$ cat src/include/polsel_pkg.sv
// Purpose: constants and carrier types for the switch input polarity stage
// Assumes: 32-bit AXI4-Lite register access, one aligned word per register
// Notes:   type bit set means contact closed is valid, clear means open
package polsel_pkg;
  localparam int unsigned ADDR_W = 4;
  localparam int unsigned DATA_W = 32;
  // register byte offsets
  localparam logic [ADDR_W-1:0] OFS_MAIN_TYPE = 4'h0;
  localparam logic [ADDR_W-1:0] OFS_CAR_TYPE  = 4'h4;
  localparam logic [ADDR_W-1:0] OFS_MAIN_VAL  = 4'h8;
  localparam logic [ADDR_W-1:0] OFS_CAR_VAL   = 4'hC;
  // main board reset types: slowdown ports 3,4,7,8 and thermal 21 are OFF
  localparam logic [31:0] MAIN_TYPE_RST = 32'hFFDF_FE67;
  // car board field positions
  localparam int unsigned CAR_DOOR_CLOSE2 = 4;
  localparam int unsigned CAR_DOOR_OPEN2  = 5;
  localparam int unsigned CAR_DOOR_CLOSE1 = 6;
  localparam int unsigned CAR_DOOR_OPEN1  = 7;
  localparam int unsigned CAR_FULL_LOAD   = 13;
  localparam int unsigned CAR_LIGHT_LOAD  = 14;
  localparam int unsigned CAR_OVERLOAD    = 15;
  localparam int unsigned CAR_EDGE2       = 17;
  localparam int unsigned CAR_EDGE1       = 18;
  // car reset types: load inputs ON, door limits and edges OFF
  localparam logic [31:0] CAR_TYPE_RST = 32'h0000_E000;
  // bits that exist in the car word
  localparam logic [31:0] CAR_TYPE_MASK = 32'h0006_E0F0;
  localparam logic [1:0] RESP_OKAY   = 2'h0;
  localparam logic [1:0] RESP_SLVERR = 2'h2;

  typedef struct packed {
    logic [31:0] main_raw;
    logic [31:0] car_raw;
  } contact_t;
endpackage : polsel_pkg

$ cat src/rtl/switch_input_polarity_select.sv
// Purpose: turn raw switch contact states into valid levels by type bits
// Assumes: contact input high means closed; inputs asynchronous to mclk_i
// Notes:   differential pairs 29..31 arrive as one resolved contact each

module switch_input_polarity_select (
  input  wire logic                         mclk_i,
  input  wire logic                         nrst_i,
  input  wire polsel_pkg::contact_t         contact_i,
  input  wire logic [polsel_pkg::ADDR_W-1:0] s_axi_awaddr,
  input  wire logic                         s_axi_awvalid,
  output logic                              s_axi_awready,
  input  wire logic [31:0]                  s_axi_wdata,
  input  wire logic [3:0]                   s_axi_wstrb,
  input  wire logic                         s_axi_wvalid,
  output logic                              s_axi_wready,
  output logic [1:0]                        s_axi_bresp,
  output logic                              s_axi_bvalid,
  input  wire logic                         s_axi_bready,
  input  wire logic [polsel_pkg::ADDR_W-1:0] s_axi_araddr,
  input  wire logic                         s_axi_arvalid,
  output logic                              s_axi_arready,
  output logic [31:0]                       s_axi_rdata,
  output logic [1:0]                        s_axi_rresp,
  output logic                              s_axi_rvalid,
  input  wire logic                         s_axi_rready,
  output logic [31:0]                       main_valid_o,
  output logic [31:0]                       car_valid_o
);
  import polsel_pkg::*;

  logic [31:0]       main_type_r;
  logic [31:0]       car_type_r;
  contact_t          sync1_r;
  contact_t          sync2_r;
  logic              aw_held_r;
  logic              w_held_r;
  logic [ADDR_W-1:0] awaddr_r;
  logic [31:0]       wdata_r;
  logic [3:0]        wstrb_r;
  logic              wr_go;
  logic [31:0]       main_type_nxt;
  logic [31:0]       car_type_nxt;

  // two-stage synchroniser; first stage feeds only the second
  always_ff @(posedge mclk_i or negedge nrst_i)
  begin
    if (!nrst_i)
    begin
      sync1_r <= '0;
      sync2_r <= '0;
    end
    else
    begin
      sync1_r <= contact_i;
      sync2_r <= sync1_r;
    end
  end

  // polarity: valid = closed when type ON, open when type OFF
  // xnor form keeps the per-bit path one gate deep
  always_ff @(posedge mclk_i or negedge nrst_i)
  begin
    if (!nrst_i)
    begin
      main_valid_o <= '0;
      car_valid_o  <= '0;
    end
    else
    begin
      main_valid_o <= ~(sync2_r.main_raw ^ main_type_r);
      car_valid_o  <= ~(sync2_r.car_raw ^ car_type_r)
                      & CAR_TYPE_MASK;
    end
  end

  // write address and data may arrive in either order; hold each
  always_ff @(posedge mclk_i or negedge nrst_i)
  begin
    if (!nrst_i)
    begin
      aw_held_r <= 1'b0;
      w_held_r  <= 1'b0;
      awaddr_r  <= '0;
      wdata_r   <= '0;
      wstrb_r   <= '0;
    end
    else
    begin
      if (s_axi_awvalid && s_axi_awready)
      begin
        aw_held_r <= 1'b1;
        awaddr_r  <= s_axi_awaddr;
      end
      else if (wr_go)
        aw_held_r <= 1'b0;
      if (s_axi_wvalid && s_axi_wready)
      begin
        w_held_r <= 1'b1;
        wdata_r  <= s_axi_wdata;
        wstrb_r  <= s_axi_wstrb;
      end
      else if (wr_go)
        w_held_r <= 1'b0;
    end
  end

  // one write in flight: no new accept until the response is taken
  always_ff @(posedge mclk_i or negedge nrst_i)
  begin
    if (!nrst_i)
    begin
      s_axi_awready <= 1'b0;
      s_axi_wready  <= 1'b0;
    end
    else
    begin
      s_axi_awready <= !aw_held_r && !(s_axi_awvalid && s_axi_awready)
                       && !s_axi_bvalid && !wr_go;
      s_axi_wready  <= !w_held_r && !(s_axi_wvalid && s_axi_wready)
                       && !s_axi_bvalid && !wr_go;
    end
  end

  assign wr_go = aw_held_r && w_held_r && !s_axi_bvalid;

  // byte-lane merge of the write data into the type words
  always_comb
  begin
    main_type_nxt = main_type_r;
    car_type_nxt  = car_type_r;
    for (int i = 0; i < 4; i++)
    begin
      if (wstrb_r[i])
      begin
        main_type_nxt[i*8 +: 8] = wdata_r[i*8 +: 8];
        car_type_nxt[i*8 +: 8]  = wdata_r[i*8 +: 8];
      end
    end
  end

  // type words; pair bits 29..31 each cover both legs of a pair
  always_ff @(posedge mclk_i or negedge nrst_i)
  begin
    if (!nrst_i)
    begin
      main_type_r <= MAIN_TYPE_RST;
      car_type_r  <= CAR_TYPE_RST;
    end
    else if (wr_go)
    begin
      if (awaddr_r == OFS_MAIN_TYPE)
        main_type_r <= main_type_nxt;
      else if (awaddr_r == OFS_CAR_TYPE)
        car_type_r <= car_type_nxt & CAR_TYPE_MASK;
    end
  end

  // write response; unmapped or read-only offsets answer SLVERR
  always_ff @(posedge mclk_i or negedge nrst_i)
  begin
    if (!nrst_i)
    begin
      s_axi_bvalid <= 1'b0;
      s_axi_bresp  <= RESP_OKAY;
    end
    else if (wr_go)
    begin
      s_axi_bvalid <= 1'b1;
      s_axi_bresp  <= (awaddr_r == OFS_MAIN_TYPE || awaddr_r == OFS_CAR_TYPE)
                      ? RESP_OKAY : RESP_SLVERR;
    end
    else if (s_axi_bready)
      s_axi_bvalid <= 1'b0;
  end

  // read channel: accept, then answer the next cycle
  always_ff @(posedge mclk_i or negedge nrst_i)
  begin
    if (!nrst_i)
    begin
      s_axi_arready <= 1'b0;
      s_axi_rvalid  <= 1'b0;
      s_axi_rdata   <= '0;
      s_axi_rresp   <= RESP_OKAY;
    end
    else
    begin
      s_axi_arready <= !s_axi_rvalid && !(s_axi_arvalid && s_axi_arready);
      if (s_axi_arvalid && s_axi_arready)
      begin
        s_axi_rvalid <= 1'b1;
        s_axi_rresp  <= RESP_OKAY;
        unique case (s_axi_araddr)
          OFS_MAIN_TYPE: s_axi_rdata <= main_type_r;
          OFS_CAR_TYPE:  s_axi_rdata <= car_type_r;
          OFS_MAIN_VAL:  s_axi_rdata <= main_valid_o;
          OFS_CAR_VAL:   s_axi_rdata <= car_valid_o;
          default:
          begin
            s_axi_rdata <= '0;
            s_axi_rresp <= RESP_SLVERR;
          end
        endcase
      end
      else if (s_axi_rready)
        s_axi_rvalid <= 1'b0;
    end
  end

  // checks
  // first edge after release still shows the reset value, so skip it
  property p_main_pol;
    @(posedge mclk_i) disable iff (!nrst_i)
    $past(nrst_i) |->
      main_valid_o == ~($past(sync2_r.main_raw) ^ $past(main_type_r));
  endproperty
  a_main_pol: assert property (p_main_pol)
    else $error("main polarity wrong");

  property p_closed_on;
    @(posedge mclk_i) disable iff (!nrst_i)
    (sync2_r.car_raw[CAR_OVERLOAD] && car_type_r[CAR_OVERLOAD])
      |=> car_valid_o[CAR_OVERLOAD];
  endproperty
  a_closed_on: assert property (p_closed_on)
    else $error("closed ON contact not valid");

  property p_open_off;
    @(posedge mclk_i) disable iff (!nrst_i)
    (!sync2_r.car_raw[CAR_EDGE1] && !car_type_r[CAR_EDGE1])
      |=> car_valid_o[CAR_EDGE1];
  endproperty
  a_open_off: assert property (p_open_off)
    else $error("open OFF contact not valid");

  property p_sync;
    @(posedge mclk_i) disable iff (!nrst_i)
    sync2_r == $past(contact_i, 2);
  endproperty
  a_sync: assert property (p_sync)
    else $error("sync depth not two");

  property p_main_wr;
    @(posedge mclk_i) disable iff (!nrst_i)
    (wr_go && awaddr_r == OFS_MAIN_TYPE && wstrb_r == 4'hF)
      |=> main_type_r == $past(wdata_r);
  endproperty
  a_main_wr: assert property (p_main_wr)
    else $error("main type write lost");

  property p_car_mask;
    @(posedge mclk_i) disable iff (!nrst_i)
    (car_type_r & ~CAR_TYPE_MASK) == 32'h0000_0000;
  endproperty
  a_car_mask: assert property (p_car_mask)
    else $error("car type outside fields");

  property p_main_hold;
    @(posedge mclk_i) disable iff (!nrst_i)
    !(wr_go && awaddr_r == OFS_MAIN_TYPE) |=> $stable(main_type_r);
  endproperty
  a_main_hold: assert property (p_main_hold)
    else $error("main type changed without write");

  property p_bresp;
    @(posedge mclk_i) disable iff (!nrst_i)
    wr_go |=> s_axi_bvalid
      && ((s_axi_bresp == RESP_OKAY) == ($past(awaddr_r) == OFS_MAIN_TYPE
      || $past(awaddr_r) == OFS_CAR_TYPE));
  endproperty
  a_bresp: assert property (p_bresp)
    else $error("write response missing or wrong");

  property p_slow_off;
    @(posedge mclk_i) disable iff (!nrst_i)
    $rose(nrst_i) |-> !main_type_r[3] && !main_type_r[4]
      && !main_type_r[7] && !main_type_r[8];
  endproperty
  a_slow_off: assert property (p_slow_off)
    else $error("slowdown type not OFF after reset");

  property p_pair_on;
    @(posedge mclk_i) disable iff (!nrst_i)
    $rose(nrst_i) |-> main_type_r[31:29] == 3'h7;
  endproperty
  a_pair_on: assert property (p_pair_on)
    else $error("pair type not ON after reset");

  c_write: cover property (@(posedge mclk_i) wr_go);
  c_read: cover property (@(posedge mclk_i) s_axi_rvalid && s_axi_rready);
  c_off_valid: cover property (@(posedge mclk_i)
    main_valid_o[3] && !main_type_r[3]);
endmodule : switch_input_polarity_select

$ cat config.mk
export PLATFORM = sky130hd
export DESIGN_NAME = switch_input_polarity_select
export DESIGN_NICKNAME = d
export VERILOG_FILES = /design/src/include/polsel_pkg.sv /design/src/rtl/switch_input_polarity_select.sv
export SDC_FILE = /design/constraint.sdc
export NUM_CORES = 1
export LEC_CHECK = 0
export BUFFER_PORTS_ARGS = -buffer_cell sky130_fd_sc_hd__buf_4
export CAP_MARGIN = 5
export CORE_ASPECT_RATIO = 0.5
export CORE_MARGIN = 1.5
export CORE_UTILIZATION = 40
export CTS_CLUSTER_DIAMETER = 100
export DETAILED_ROUTE_END_ITERATION = 12
export GPL_TIMING_DRIVEN = 0
export PLACE_DENSITY_LB_ADDON = 0.08
export SKIP_LAST_GASP = 1
export SLEW_MARGIN = 25
export SYNTH_ARGS = -nofsm -noshare
export SYNTH_HDL_FRONTEND = slang
export SYNTH_SLANG_ARGS = --single-unit
$ cat constraint.sdc
create_clock -name mclk_i -period 1.95 [get_ports mclk_i]
set_input_delay 0.2925 -clock mclk_i [delete_from_list [all_inputs] [get_ports mclk_i]]
set_output_delay 0.2925 -clock mclk_i [all_outputs]
set_load 0.01 [all_outputs]
# == Yosys cells after proc, flatten, opt, wreduce, memory -nomap -nowiden ==
# Cells that the tools add are included.
# totals
reg_bits,267
elab_cells,80
# classes
n_eq_ne,4
muxes,10
bitwise_logic,5
n_reduce_logical,35
# ops
op,count
$pmux W32 S4,1
$not A32 Y32,1
$xor A32 B32 Y32,1
$not A19 Y19,1
$xor A19 B19 Y19,1
$logic_and A1 B1 Y1,12
$reduce_and A3 Y1,4
$reduce_and A4 Y1,3
$eq A4 B3 Y1 const B,2
$eq A4 B4 Y1 const B,2
$logic_not A1 Y1,8
$logic_not A4 Y1,2
$reduce_bool A2 Y1,4
$mux W1,7
$mux W2,2
$reduce_or A4 Y1,1
$logic_or A1 B1 Y1,1
$not A1 Y1,1

# == Depth between registers and ports, before layout ==
# Gate-level depths: netlist of the first run.
# logic_depth
depth_word,5
mapped_depth,5
ltp_nobuf,3

# == Worst setup path before layout of the first run ==
# No wires, ideal clock.
# synth_path
path_kind,register -> register
startpoint,register s_axi_bvalid
endpoint,register main_type_r[21]
t_arrival_ns,1.355
required_ns,1.825
setup_slack_ns,0.470
stages_incl_launch_ff,5
cell_sequence,dfrtp_1 -> and3b_1 -> buf_4 -> nand4b_2 -> mux2_2
# synth_via
elab_chain_len,3
# synth_lines
element,line,source
"start, declared",switch_input_polarity_select.sv:17,"output logic s_axi_bvalid,"
"start signal, assigned",switch_input_polarity_select.sv:163,s_axi_bvalid <= 1'b0;
"start signal, assigned",switch_input_polarity_select.sv:168,s_axi_bvalid <= 1'b1;
"start signal, assigned",switch_input_polarity_select.sv:173,s_axi_bvalid <= 1'b0;
$logic_not A1 Y1,switch_input_polarity_select.sv:124,assign wr_go = aw_held_r && w_held_r && !s_axi_bvalid;
$logic_and A1 B1 Y1,switch_input_polarity_select.sv:124,
$reduce_and A3 Y1 (no source line),n/a,
"end signal, assigned",switch_input_polarity_select.sv:152,main_type_r <= main_type_nxt;
"end, declared",switch_input_polarity_select.sv:31,logic [31:0] main_type_r;
# Every way passes these cells.
# A chain may end at the register's enable or synchronous reset.

# == Worst setup path after layout of the first run ==
# layout_path
startpoint,register awaddr_r[1]
endpoint,register car_type_r[7]
# layout_via
elab_chain_len,3
word_cells_on_any_way,4
classes_between,eq/ne: 1; bitwise: 1; reduce/logical: 2
# layout_lines
element,line,source
"start, declared",switch_input_polarity_select.sv:37,logic [ADDR_W-1:0] awaddr_r;
"start signal, assigned",switch_input_polarity_select.sv:92,awaddr_r <= s_axi_awaddr;
$logic_not A4 Y1,switch_input_polarity_select.sv:151,if (awaddr_r == OFS_MAIN_TYPE)
$not A1 Y1 (no source line),n/a,
$reduce_and A4 Y1 (no source line) (*),n/a,
"end signal, assigned",switch_input_polarity_select.sv:154,car_type_r <= car_type_nxt & CAR_TYPE_MASK;
"end, declared",switch_input_polarity_select.sv:32,logic [31:0] car_type_r;
# Mark *: on every way between the ends. The rest lies on a longest branch, timed or not.

==> results.toml, run 1 <==
[yosys]
ys.warnings.count = 0
synth_edf_count = 0
ys_seq_area_share_pct = 71.0
netlist_area_mm2 = 0.00869
avgSynthCellArea_um2 = 15.9
synth-main-ff-cell = "dfrtp_1"
async_reset_ff_share_pct = 100
synthCells = 547
ys_ff_latch = 245
synth_cell_types = 27

[sta]
grt_setup_unrepaired = "no"
tightest_slew_ps = 763
finalMaxSlewViolations = 0
finClkSkew_ps = 9.97
slew-limit-headroom_pct = 49.1
fmax_mhz = 539
setup_violations = 0
layout_setup_ws_ps = 96.4
finalCritPeriodShare_pct = 95.1
hold_violations = 0
fin_crit_ps = 1850

[worst_setup_path]
cpMaxStageDelayCell = "nand4_1"
r2r_slack_ps = 100
critical_path_class = "register to register"
cp_max_fo = 8
crit_chain = "nor3_4 -> nand4_1 -> mux2_2"
slowest_delay_ps = 460
cp.required_ps = 2340
cp-start-kind = "register"
path_buf_inv = 0
crit_family = "simple AND/OR/NAND/NOR gates"
end_kind = "register"
arrival_ps = 2240

[placement]
dp_hpwl_um = 12600
portBuffers = 169
place.gp.congestion = 0.707
place_ws_ps = 88.3

[routing]
drt-initial-drc-count = 228
drc = 0
wl_um = 18600
wire_per_inst_um = 16.3
via_count = 5128
ant_nets = 0
first_pass_iters = 4
avgViaCountPerCell = 4.50

[power_and_ir_drop]
leakage_nw = 5.60
clkPwrFrac_pct = 28.1
p_int_w = 0.0110
seqPwrFrac_pct = 50.0
p_comb_share_pct = 21.8
p_sw_share_pct = 26.8
ir_worst_vdd_uv = 639
powerDensity_mw_per_mm2 = 1270
power.net_switching_w = 0.00401

[floorplanning]
start_util_pct = 41.5
core_mm2 = 0.0209
fp.dieH_um = 107
fp-row-count = 37
dieArea_mm2 = 0.0227
io_pins = 220
die_x_um = 211

[flow_run]
max_cap_violations = 0

[layout]
drive_gt1_share_pct = 41.5
synthToLayoutAreaGrowth_pct = 36.3
mostFrequentLayoutCell = "dfrtp_1"
final_cell_mix = "215 x dfrtp_1, 195 x buf_4, 81 x mux2_2, 66 x dlygate4sd3_1"
diodes = 0
fillerInstances = 1767
nets = 947
fin_util_pct = 56.6

[grt]
grt-ovfl-total = 0
antenna_found_initial = 0
grt_max_degree = 86
grt_pass1_wl_um = 29100
grt_util_all_layers_pct = 17.0
grt_pass1_vias = 5362

[status]
status = "completed"

[clock_tree]
clkSinkCount = 245
cts_tree = "done"
htree_num_levels = 1
clock_path_buffers = 3
clock_tree.root_cell = "clkbuf_16"
numCtsBuffers = 22
cts_setup_buffers = 0
worstSkewPairLatency_ps = 510
clk_pin_slew_worst_paths_ps = 60

[worst_hold_path]
min_path_type = "input port to register"
-- power groups by stage --
stage,logic (W),clock network [W],registers (W)
after global routing,0.00358,0.00457,0.00770
after detailed placement,0.00320,0,0.00761
after global placement,0.00311,0,0.00755
after floorplan,0.00166,0,0.00758
after CTS,0.00332,0.00437,0.00751
final,0.00327,0.00421,0.00750
-- layout make-up --
cell class | instances | area (µm²) | area share [%]
Inverter | 3 | 11.3 | 0.0951
Sequential cell | 245 | 6170 | 52.1
Multi-Input combinational cell | 281 | 2340 | 19.8
Timing Repair Buffer | 237 | 1990 | 16.8
Clock buffer | 37 | 658 | 5.56
Tap cell | 292 | 365 | 3.08
Buffer | 42 | 269 | 2.27
Clock inverter | 3 | 40.0 | 0.338
-- registers in the layout, indices dropped and copies added (netlist names) --
| name | cells |
|---|---|
| aw_held_r | 1 |
| s_axi_rresp | 1 |
| sync1_r | 41 |
| main_valid_o | 32 |
| s_axi_bvalid | 1 |
| wstrb_r | 4 |
| car_type_r | 9 |
| s_axi_bresp | 1 |
| wdata_r | 32 |
| s_axi_rvalid | 1 |
| main_type_r | 32 |
| awaddr_r | 4 |
| s_axi_arready | 1 |
| s_axi_rdata | 32 |
| car_valid_o | 9 |
| w_held_r | 1 |
| s_axi_wready | 1 |
| sync2_r | 41 |
| s_axi_awready | 1 |
-- worst register-to-register path: stages (launching register included) --
cell	delay, ps
dfrtp_1	400
nor3_4	450
nand4_1	460
mux2_2	420
-- worst paths after layout --
path / startpoint / endpoint / cells after the start
max: awaddr_r[1]$_DFFE_PN0P_ / car_type_r[7]$_DFFE_PN0P_ / 3
min: s_axi_wdata[27] / wdata_r[27]$_DFFE_PN0P_ / 2
max reg2reg: awaddr_r[1]$_DFFE_PN0P_ / car_type_r[7]$_DFFE_PN0P_ / 3
min reg2reg: sync1_r[56]$_DFF_PN0_ / sync2_r[56]$_DFF_PN0_ / 0
max in group asynchronous: nrst_i / main_type_r[11]$_DFFE_PN1P_ / 3
min in group asynchronous: nrst_i / w_held_r$_DFFE_PN0P_ / 2
-- cell families after synthesis --
group	share of synthesized area, %
buffers and inverters	3.23
AOI/OAI and AO/OA	3.48
DFF	71.0
muxes	15.2
xor gates and xnor gates	4.13
other	0.0432
and+or+nand+nor	2.91
-- stage by stage --
| step | total power, W | instance area (µm²) | cells | hold slack, ps | TNS [ps] |
|---|---|---|---|---|---|
| after floorplan | 0.00924 | 8780 | 571 | -3.09 | 0 |
| final | 0.0150 | 11800 | 1140 | 22.2 | 0 |
| after global routing | 0.0159 | 11800 | 1140 | 3.68 | 0 |
| after CTS | 0.0152 | 11800 | 1140 | 0.406 | 0 |
| after global placement | 0.0107 | 10400 | 1032 | 331 | -293760 |
| after detailed placement | 0.0108 | 10500 | 1034 | 315 | 0 |
-- Yosys cell counts (2+ instances only) --
master / n / area, µm²
dfrtp_1: 215 / 5380
a211oi_1: 2 / 15.0
a21oi_1: 3 / 15.0
inv_1: 3 / 11.3
nand4b_2: 4 / 60.1
a22o_1: 9 / 78.8
clkbuf_1: 7 / 26.3
buf_2: 8 / 40.0
dfstp_2: 30 / 788
xnor2_1: 41 / 359
nand4_1: 3 / 18.8
o21ai_0: 26 / 130
buf_4: 27 / 203
nand2_1: 27 / 101
nor2_1: 2 / 7.51
o22ai_1: 9 / 56.3
mux2i_1: 41 / 410
mux2_2: 81 / 912
-- layer usage --
| layer | track usage (%) | wire length, µm |
|---|---|---|
| met3 | 4.66 | 1050 |
| met2 | 28.1 | 8940 |
| met4 | 3.57 | 283 |
| met1 | 22.7 | 8350 |
| met5 | 0 | 0 |
-- repair_timing --
action | CTS | global route
setup endpoints to repair | 0 | 2
gates resized for setup | 0 | 1
hold buffers | 66 | 0
hold endpoints to repair | 135 | 0
(Power assumes the default switching activity.)
==> run 2, diff against run 1 <==
- CORE_UTILIZATION: 40 -> 52
==> results.toml, run 2 (synthesis gave the netlist of run 1 again) <==
[routing]
avgViaCountPerCell = 4.84
wire_per_inst_um = 16.8
drc = 0
ant_nets = 0
wl_um = 17700
drt-initial-drc-count = 273
via_count = 5091
first_pass_iters = 5

[floorplanning]
fp-row-count = 33
die_x_um = 186
io_pins = 220
dieArea_mm2 = 0.0175
fp.dieH_um = 94.4
core_mm2 = 0.0164
start_util_pct = 53.1

[clock_tree]
clk_pin_slew_worst_paths_ps = 60
clock_path_buffers = 3
numCtsBuffers = 22
htree_num_levels = 1
cts_setup_buffers = 0
worstSkewPairLatency_ps = 500
clkSinkCount = 245
clock_tree.root_cell = "clkbuf_16"
cts_tree = "done"

[flow_run]
max_cap_violations = 0

[sta]
fmax_mhz = 547
layout_setup_ws_ps = 123
finalMaxSlewViolations = 0
finalCritPeriodShare_pct = 93.7
finClkSkew_ps = 7.02
slew-limit-headroom_pct = 55.8
finalSetupTns_ps = 0
setup_violations = 0
hold_violations = 0
tightest_slew_ps = 663
grt_setup_unrepaired = "no"
fin_crit_ps = 1830

[grt]
grt_pass1_wl_um = 27500
grt_max_degree = 97
grt_pass1_vias = 5234
grt-ovfl-total = 0
grt_util_all_layers_pct = 20.9
antenna_found_initial = 0

[worst_hold_path]
whs_path_depth = 2
min_path_type = "input port to register"
whs_endpoint = "wdata_r[24]$_DFFE_PN0P_"
hold_path.startpoint = "s_axi_wdata[24]"

[power_and_ir_drop]
leakage_nw = 5.49
powerDensity_mw_per_mm2 = 1290
ir_worst_vdd_uv = 802

[worst_setup_path]
reg2reg_depth = 4
cp-start-kind = "register"
cp_max_fo = 10
end_kind = "register"
cp.required_ps = 2330
arrival_ps = 2210
rr_endpoint = "main_type_r[4]$_DFFE_PN0P_"
r2r_slack_ps = 120
reg2reg_from = "s_axi_bvalid$_DFFE_PN0P_"
critical_path_class = "register to register"

[placement]
dp_hpwl_um = 11700
place_ws_ps = 123
portBuffers = 169
place.gp.congestion = 0.743

[layout]
drive_gt1_share_pct = 42.7
largestRegisters = "sync1_r (41), sync2_r (41)"
final_cell_mix = "215 x dfrtp_1, 195 x buf_4, 81 x mux2_2, 46 x dlygate4sd3_1"
mostFrequentLayoutCell = "dfrtp_1"
synthToLayoutAreaGrowth_pct = 32.7
diodes = 0
nets = 927

[status]
status = "completed"
[run 2: worst max-delay path by stage]
| stage | slack [ps] | startpoint | cells past startpoint | endpoint |
|---|---|---|---|---|
| 3_5_place_dp | 120 | awaddr_r[1]$_DFFE_PN0P_ | 3 | main_type_r[4]$_DFFE_PN0P_ |
| 4_1_cts | 110 | awaddr_r[1]$_DFFE_PN0P_ | 3 | main_type_r[4]$_DFFE_PN0P_ |
| 6_report | 120 | s_axi_bvalid$_DFFE_PN0P_ | 4 | main_type_r[4]$_DFFE_PN0P_ |
| 2_1_floorplan | 470 | s_axi_bvalid$_DFFE_PN0P_ | 4 | main_type_r[21]$_DFFE_PN0P_ |
| 5_1_grt | 40 | s_axi_bvalid$_DFFE_PN0P_ | 4 | main_type_r[4]$_DFFE_PN0P_ |
| 3_3_place_gp | -1200 | nrst_i | 1 | s_axi_awready$_DFF_PN0_ |
[run 2: stage by stage]
stage	total power (W)	util [%]	instance area, µm²	std cells	hold slack, ps
global placement	0.0106	63.2	10300	967	331
global route	0.0156	70.5	11500	1052	5.80
detailed placement	0.0108	63.6	10400	969	271
floorplan	0.00924	-	8780	571	-3.09
finish	0.0148	70.5	11500	1052	21.5
CTS	0.0150	70.5	11500	1052	7.50
[run 2: where the power goes]
group | total, W | internal, W | leakage (nW) | switching (W)
combinational | 0.00321 | 0.00192 | 2.25 | 0.00129
sequential | 0.00751 | 0.00659 | 2.91 | 0.000919
clock | 0.00411 | 0.00235 | 0.333 | 0.00176
[run 2: timing repair]
action                    in CTS  in global routing
resized for setup              0                  0
hold endpoints to repair     102                  0
hold buffers                  46                  0
[run 2: area by class of cell]
class / instances / area, µm²
fill: 1154 / 4820
buffer: 42 / 269
inverter: 3 / 11.3
clock inverter: 1 / 5.00
multi-input combinational: 281 / 2330
tap: 227 / 284
clock buffer: 36 / 674
timing repair buffer: 217 / 1790
sequential: 245 / 6170
[run 2: worst max-delay path, cell delays in order (launching register included)]
cell,delay (ps)
dfrtp_1,450
and3b_1,230
buf_4,180
nand4b_2,410
mux2_2,430
[run 2: per-layer routing]
metal / share of wire, % / global-route usage [%] / up-vias
met2: 47 / 33.6 / 150
met5: 0 / 0 / -
met4: 1.9 / 5.24 / 0
met1: 44 / 29.1 / 2555
met3: 6.9 / 5.13 / 31
li1: - / - / 2355
==> run 3, diff against run 2 <==
- ABC_AREA: not set -> 1
- CORE_UTILIZATION: 52 -> 55
- CTS_BUF_LIST: not set -> sky130_fd_sc_hd__clkbuf_4 sky130_fd_sc_hd__clkbuf_8
==> results.toml, run 3 <==
[status]
status = "completed"

[worst_setup_path]
r2r_slack_ps = 480
cp-start-kind = "register"
end_kind = "register"
cp_max_fo = 10
cpMaxStageDelayCell = "buf_1"
reg2reg_from = "s_axi_arready$_DFF_PN0_"
cp.required_ps = 2370
arrival_ps = 1890
cp.depth = 5
rr_endpoint = "s_axi_rdata[22]$_DFFE_PN0P_"
slowest_delay_ps = 420
crit_family = "buffers and inverters"
crit_chain = "nand2_1 -> inv_2 -> buf_1 -> nand2_1 -> nand2_1"
reg2reg_depth = 5
crit_path_frequent_cell = "nand2_1"
critical_path_class = "register to register"
path_buf_inv = 2

[yosys]
ys_top_cells_by_count = "215 x dfrtp_1, 174 x nand2_1, 86 x nand3_1"
synth.top_cell.area_share_pct = 59.3
synth_edf_count = 0
synth-main-ff-cell = "dfrtp_1"
ys.warnings.count = 0
netlist_area_mm2 = 0.00907
yosys.area.top_type = "dfrtp_1"
synthCells = 792
async_reset_ff_share_pct = 100
avgSynthCellArea_um2 = 11.5
synth_cell_types = 25
ys_ff_latch = 245
yosysMostFrequentCell = "dfrtp_1"
synth_area_leaders = "dfrtp_1 59%, dfstp_2 8.7%, nand2_1 7.2%"
ys_seq_area_share_pct = 68.0

[placement]
dp_cells = 1210
portBuffers = 171
place.gp.congestion = 0.838
place_ws_ps = 370
dp_hpwl_um = 14200

[worst_hold_path]
hold_path.startpoint = "s_axi_wstrb[0]"
whs_endpoint = "wstrb_r[0]$_DFFE_PN0P_"
whs_path_depth = 2
min_path_type = "input port to register"

[power_and_ir_drop]
power.net_switching_w = 0.00421
p_sw_share_pct = 29.6
ir_worst_vdd_uv = 792
p_comb_share_pct = 21.0
p_int_w = 0.0100
leakage_nw = 6.01
powerDensity_mw_per_mm2 = 1190
clkPwrFrac_pct = 29.8
seqPwrFrac_pct = 49.2

[sta]
finalCritPeriodShare_pct = 75.3
finClkSkew_ps = 14.1
holdWs_ps = 38.7
finalSetupTns_ps = 0
setup_violations = 0
fin_crit_ps = 1470
finalMaxSlewViolations = 0
grt_setup_unrepaired = "no"
fmax_mhz = 681
slew-limit-headroom_pct = 53.5
hold_violations = 0
tightest_slew_ps = 696
layout_setup_ws_ps = 482

[floorplanning]
core_mm2 = 0.0158
fp.dieH_um = 93.8
io_pins = 220
die_x_um = 185
start_util_pct = 57.5
dieArea_mm2 = 0.0173
fp-row-count = 32

[grt]
grt-ovfl-total = 0
grt_util_all_layers_pct = 25.2
use_met3_pct = 6.01
grt_use_met1_pct = 35.8
grt_max_degree = 96
grt_util_met2_pct = 39.5
antenna_found_initial = 0
grt_pass1_vias = 6327
grt_pass1_wl_um = 32700
busiest_layer = "met2"

[routing]
drt-initial-drc-count = 369
wl_um = 20900
ant_nets = 0
drc = 0
avgViaCountPerCell = 4.90
first_pass_iters = 5
via_count = 6447
wire_per_inst_um = 15.9

[clock_tree]
clock_path_buffers = 3
clock_tree.root_cell = "clkbuf_8"
worstSkewPairLatency_ps = 490
htree_num_levels = 2
cts_tree = "done"
clkSinkCount = 245
clk_pin_slew_worst_paths_ps = 70
numCtsBuffers = 35

[layout]
diodes = 0
drive_gt1_share_pct = 33.9
nets = 1185
fin_util_pct = 75.9
mostFrequentLayoutCell = "dfrtp_1"
largestRegisters = "sync1_r (41), sync2_r (41)"
stdcell_count = 1317
fillerInstances = 1126
final_cell_mix = "215 x dfrtp_1, 196 x buf_4, 174 x nand2_1, 86 x nand3_1, 46 x clkbuf_8"
synthToLayoutAreaGrowth_pct = 32.1

[flow_run]
max_cap_violations = 0
==> run 3: changes by cell type in the layout (fill, tap and decap cells not counted), moves of 32 or more <==
cell / before / now
clkbuf_8: 5 / 46
inv_1: 3 / 36
mux2_2: 81 / 7
mux2i_1: 41 / 0
nand2_1: 27 / 174
nand3_1: 0 / 86
nor2_1: 2 / 39
o21ai_2: 0 / 32
==> run 3: layout make-up <==
type	instances	area [µm²]	area share, %
Clock inverter	3	17.5	0.146
Buffer	57	364	3.04
Clock buffer	60	738	6.16
Tap cell	221	277	2.31
Sequential cell	245	6170	51.5
Multi-Input combinational cell	471	2470	20.6
Inverter	43	161	1.35
Timing Repair Buffer	217	1790	14.9
==> run 3: per-layer routing <==
layer | vias to the layer above | wire length (µm)
li1 | 3053 | -
met1 | 3148 | 9560
met2 | 219 | 9460
met3 | 27 | 1610
met4 | 0 | 248
met5 | - | 0
==> run 3: worst reg2reg max path: cells and delay by family, from the launching register on <==
family                 cells  cell delay [ps]
buffers and inverters      2              640
AND/OR/NAND/NOR            3              400
flip-flops                 1              350
==> run 3: repair_timing <==
action | in CTS | in global routing
hold buffers | 44 | 0
gates resized for setup | 0 | 0
buffers inserted | 0 | 0
endpoints found under the hold margin | 115 | 0
==> run 3: metrics by stage <==
stage	power, W	area [µm²]
after detailed placement	0.0100	10800
after CTS	0.0143	12000
final	0.0142	12000
after global placement	0.00985	10700
after global routing	0.0150	12000
after floorplan	0.00859	9160
==> run 3: power groups by stage <==
| stage | Sequential, W | Combinational, W | Clock, W |
|---|---|---|---|
| 5_1_grt | 0.00712 | 0.00329 | 0.00456 |
| 3_3_place_gp | 0.00705 | 0.00281 | 0 |
| 2_1_floorplan | 0.00706 | 0.00153 | 0 |
| 4_1_cts | 0.00700 | 0.00300 | 0.00431 |
| 3_5_place_dp | 0.00708 | 0.00292 | 0 |
| 6_report | 0.00700 | 0.00298 | 0.00424 |
==> run 3: logic make-up after synthesis <==
logic type	share of synthesized area [%]
AOI/OAI and AO/OA	6.18
xor gates and xnor gates	3.96
buffers and inverters	5.79
DFF	68.0
muxes	0.869
other	0.0413
and+or+nand+nor	15.2
==> run 3: how the worst max path moves through the flow <==
stage / startpoint / end / slack (ps)
2_1_floorplan: s_axi_bvalid$_DFFE_PN0P_ / main_type_r[21]$_DFFE_PN0P_ / 690
3_3_place_gp: nrst_i / s_axi_rdata[12]$_DFFE_PN0P_ / -1220
3_5_place_dp: s_axi_araddr[3] / s_axi_rdata[26]$_DFFE_PN0P_ / 370
4_1_cts: s_axi_wready$_DFF_PN0_ / wdata_r[7]$_DFFE_PN0P_ / 470
5_1_grt: s_axi_arready$_DFF_PN0_ / s_axi_rdata[22]$_DFFE_PN0P_ / 310
6_report: s_axi_arready$_DFF_PN0_ / s_axi_rdata[22]$_DFFE_PN0P_ / 480
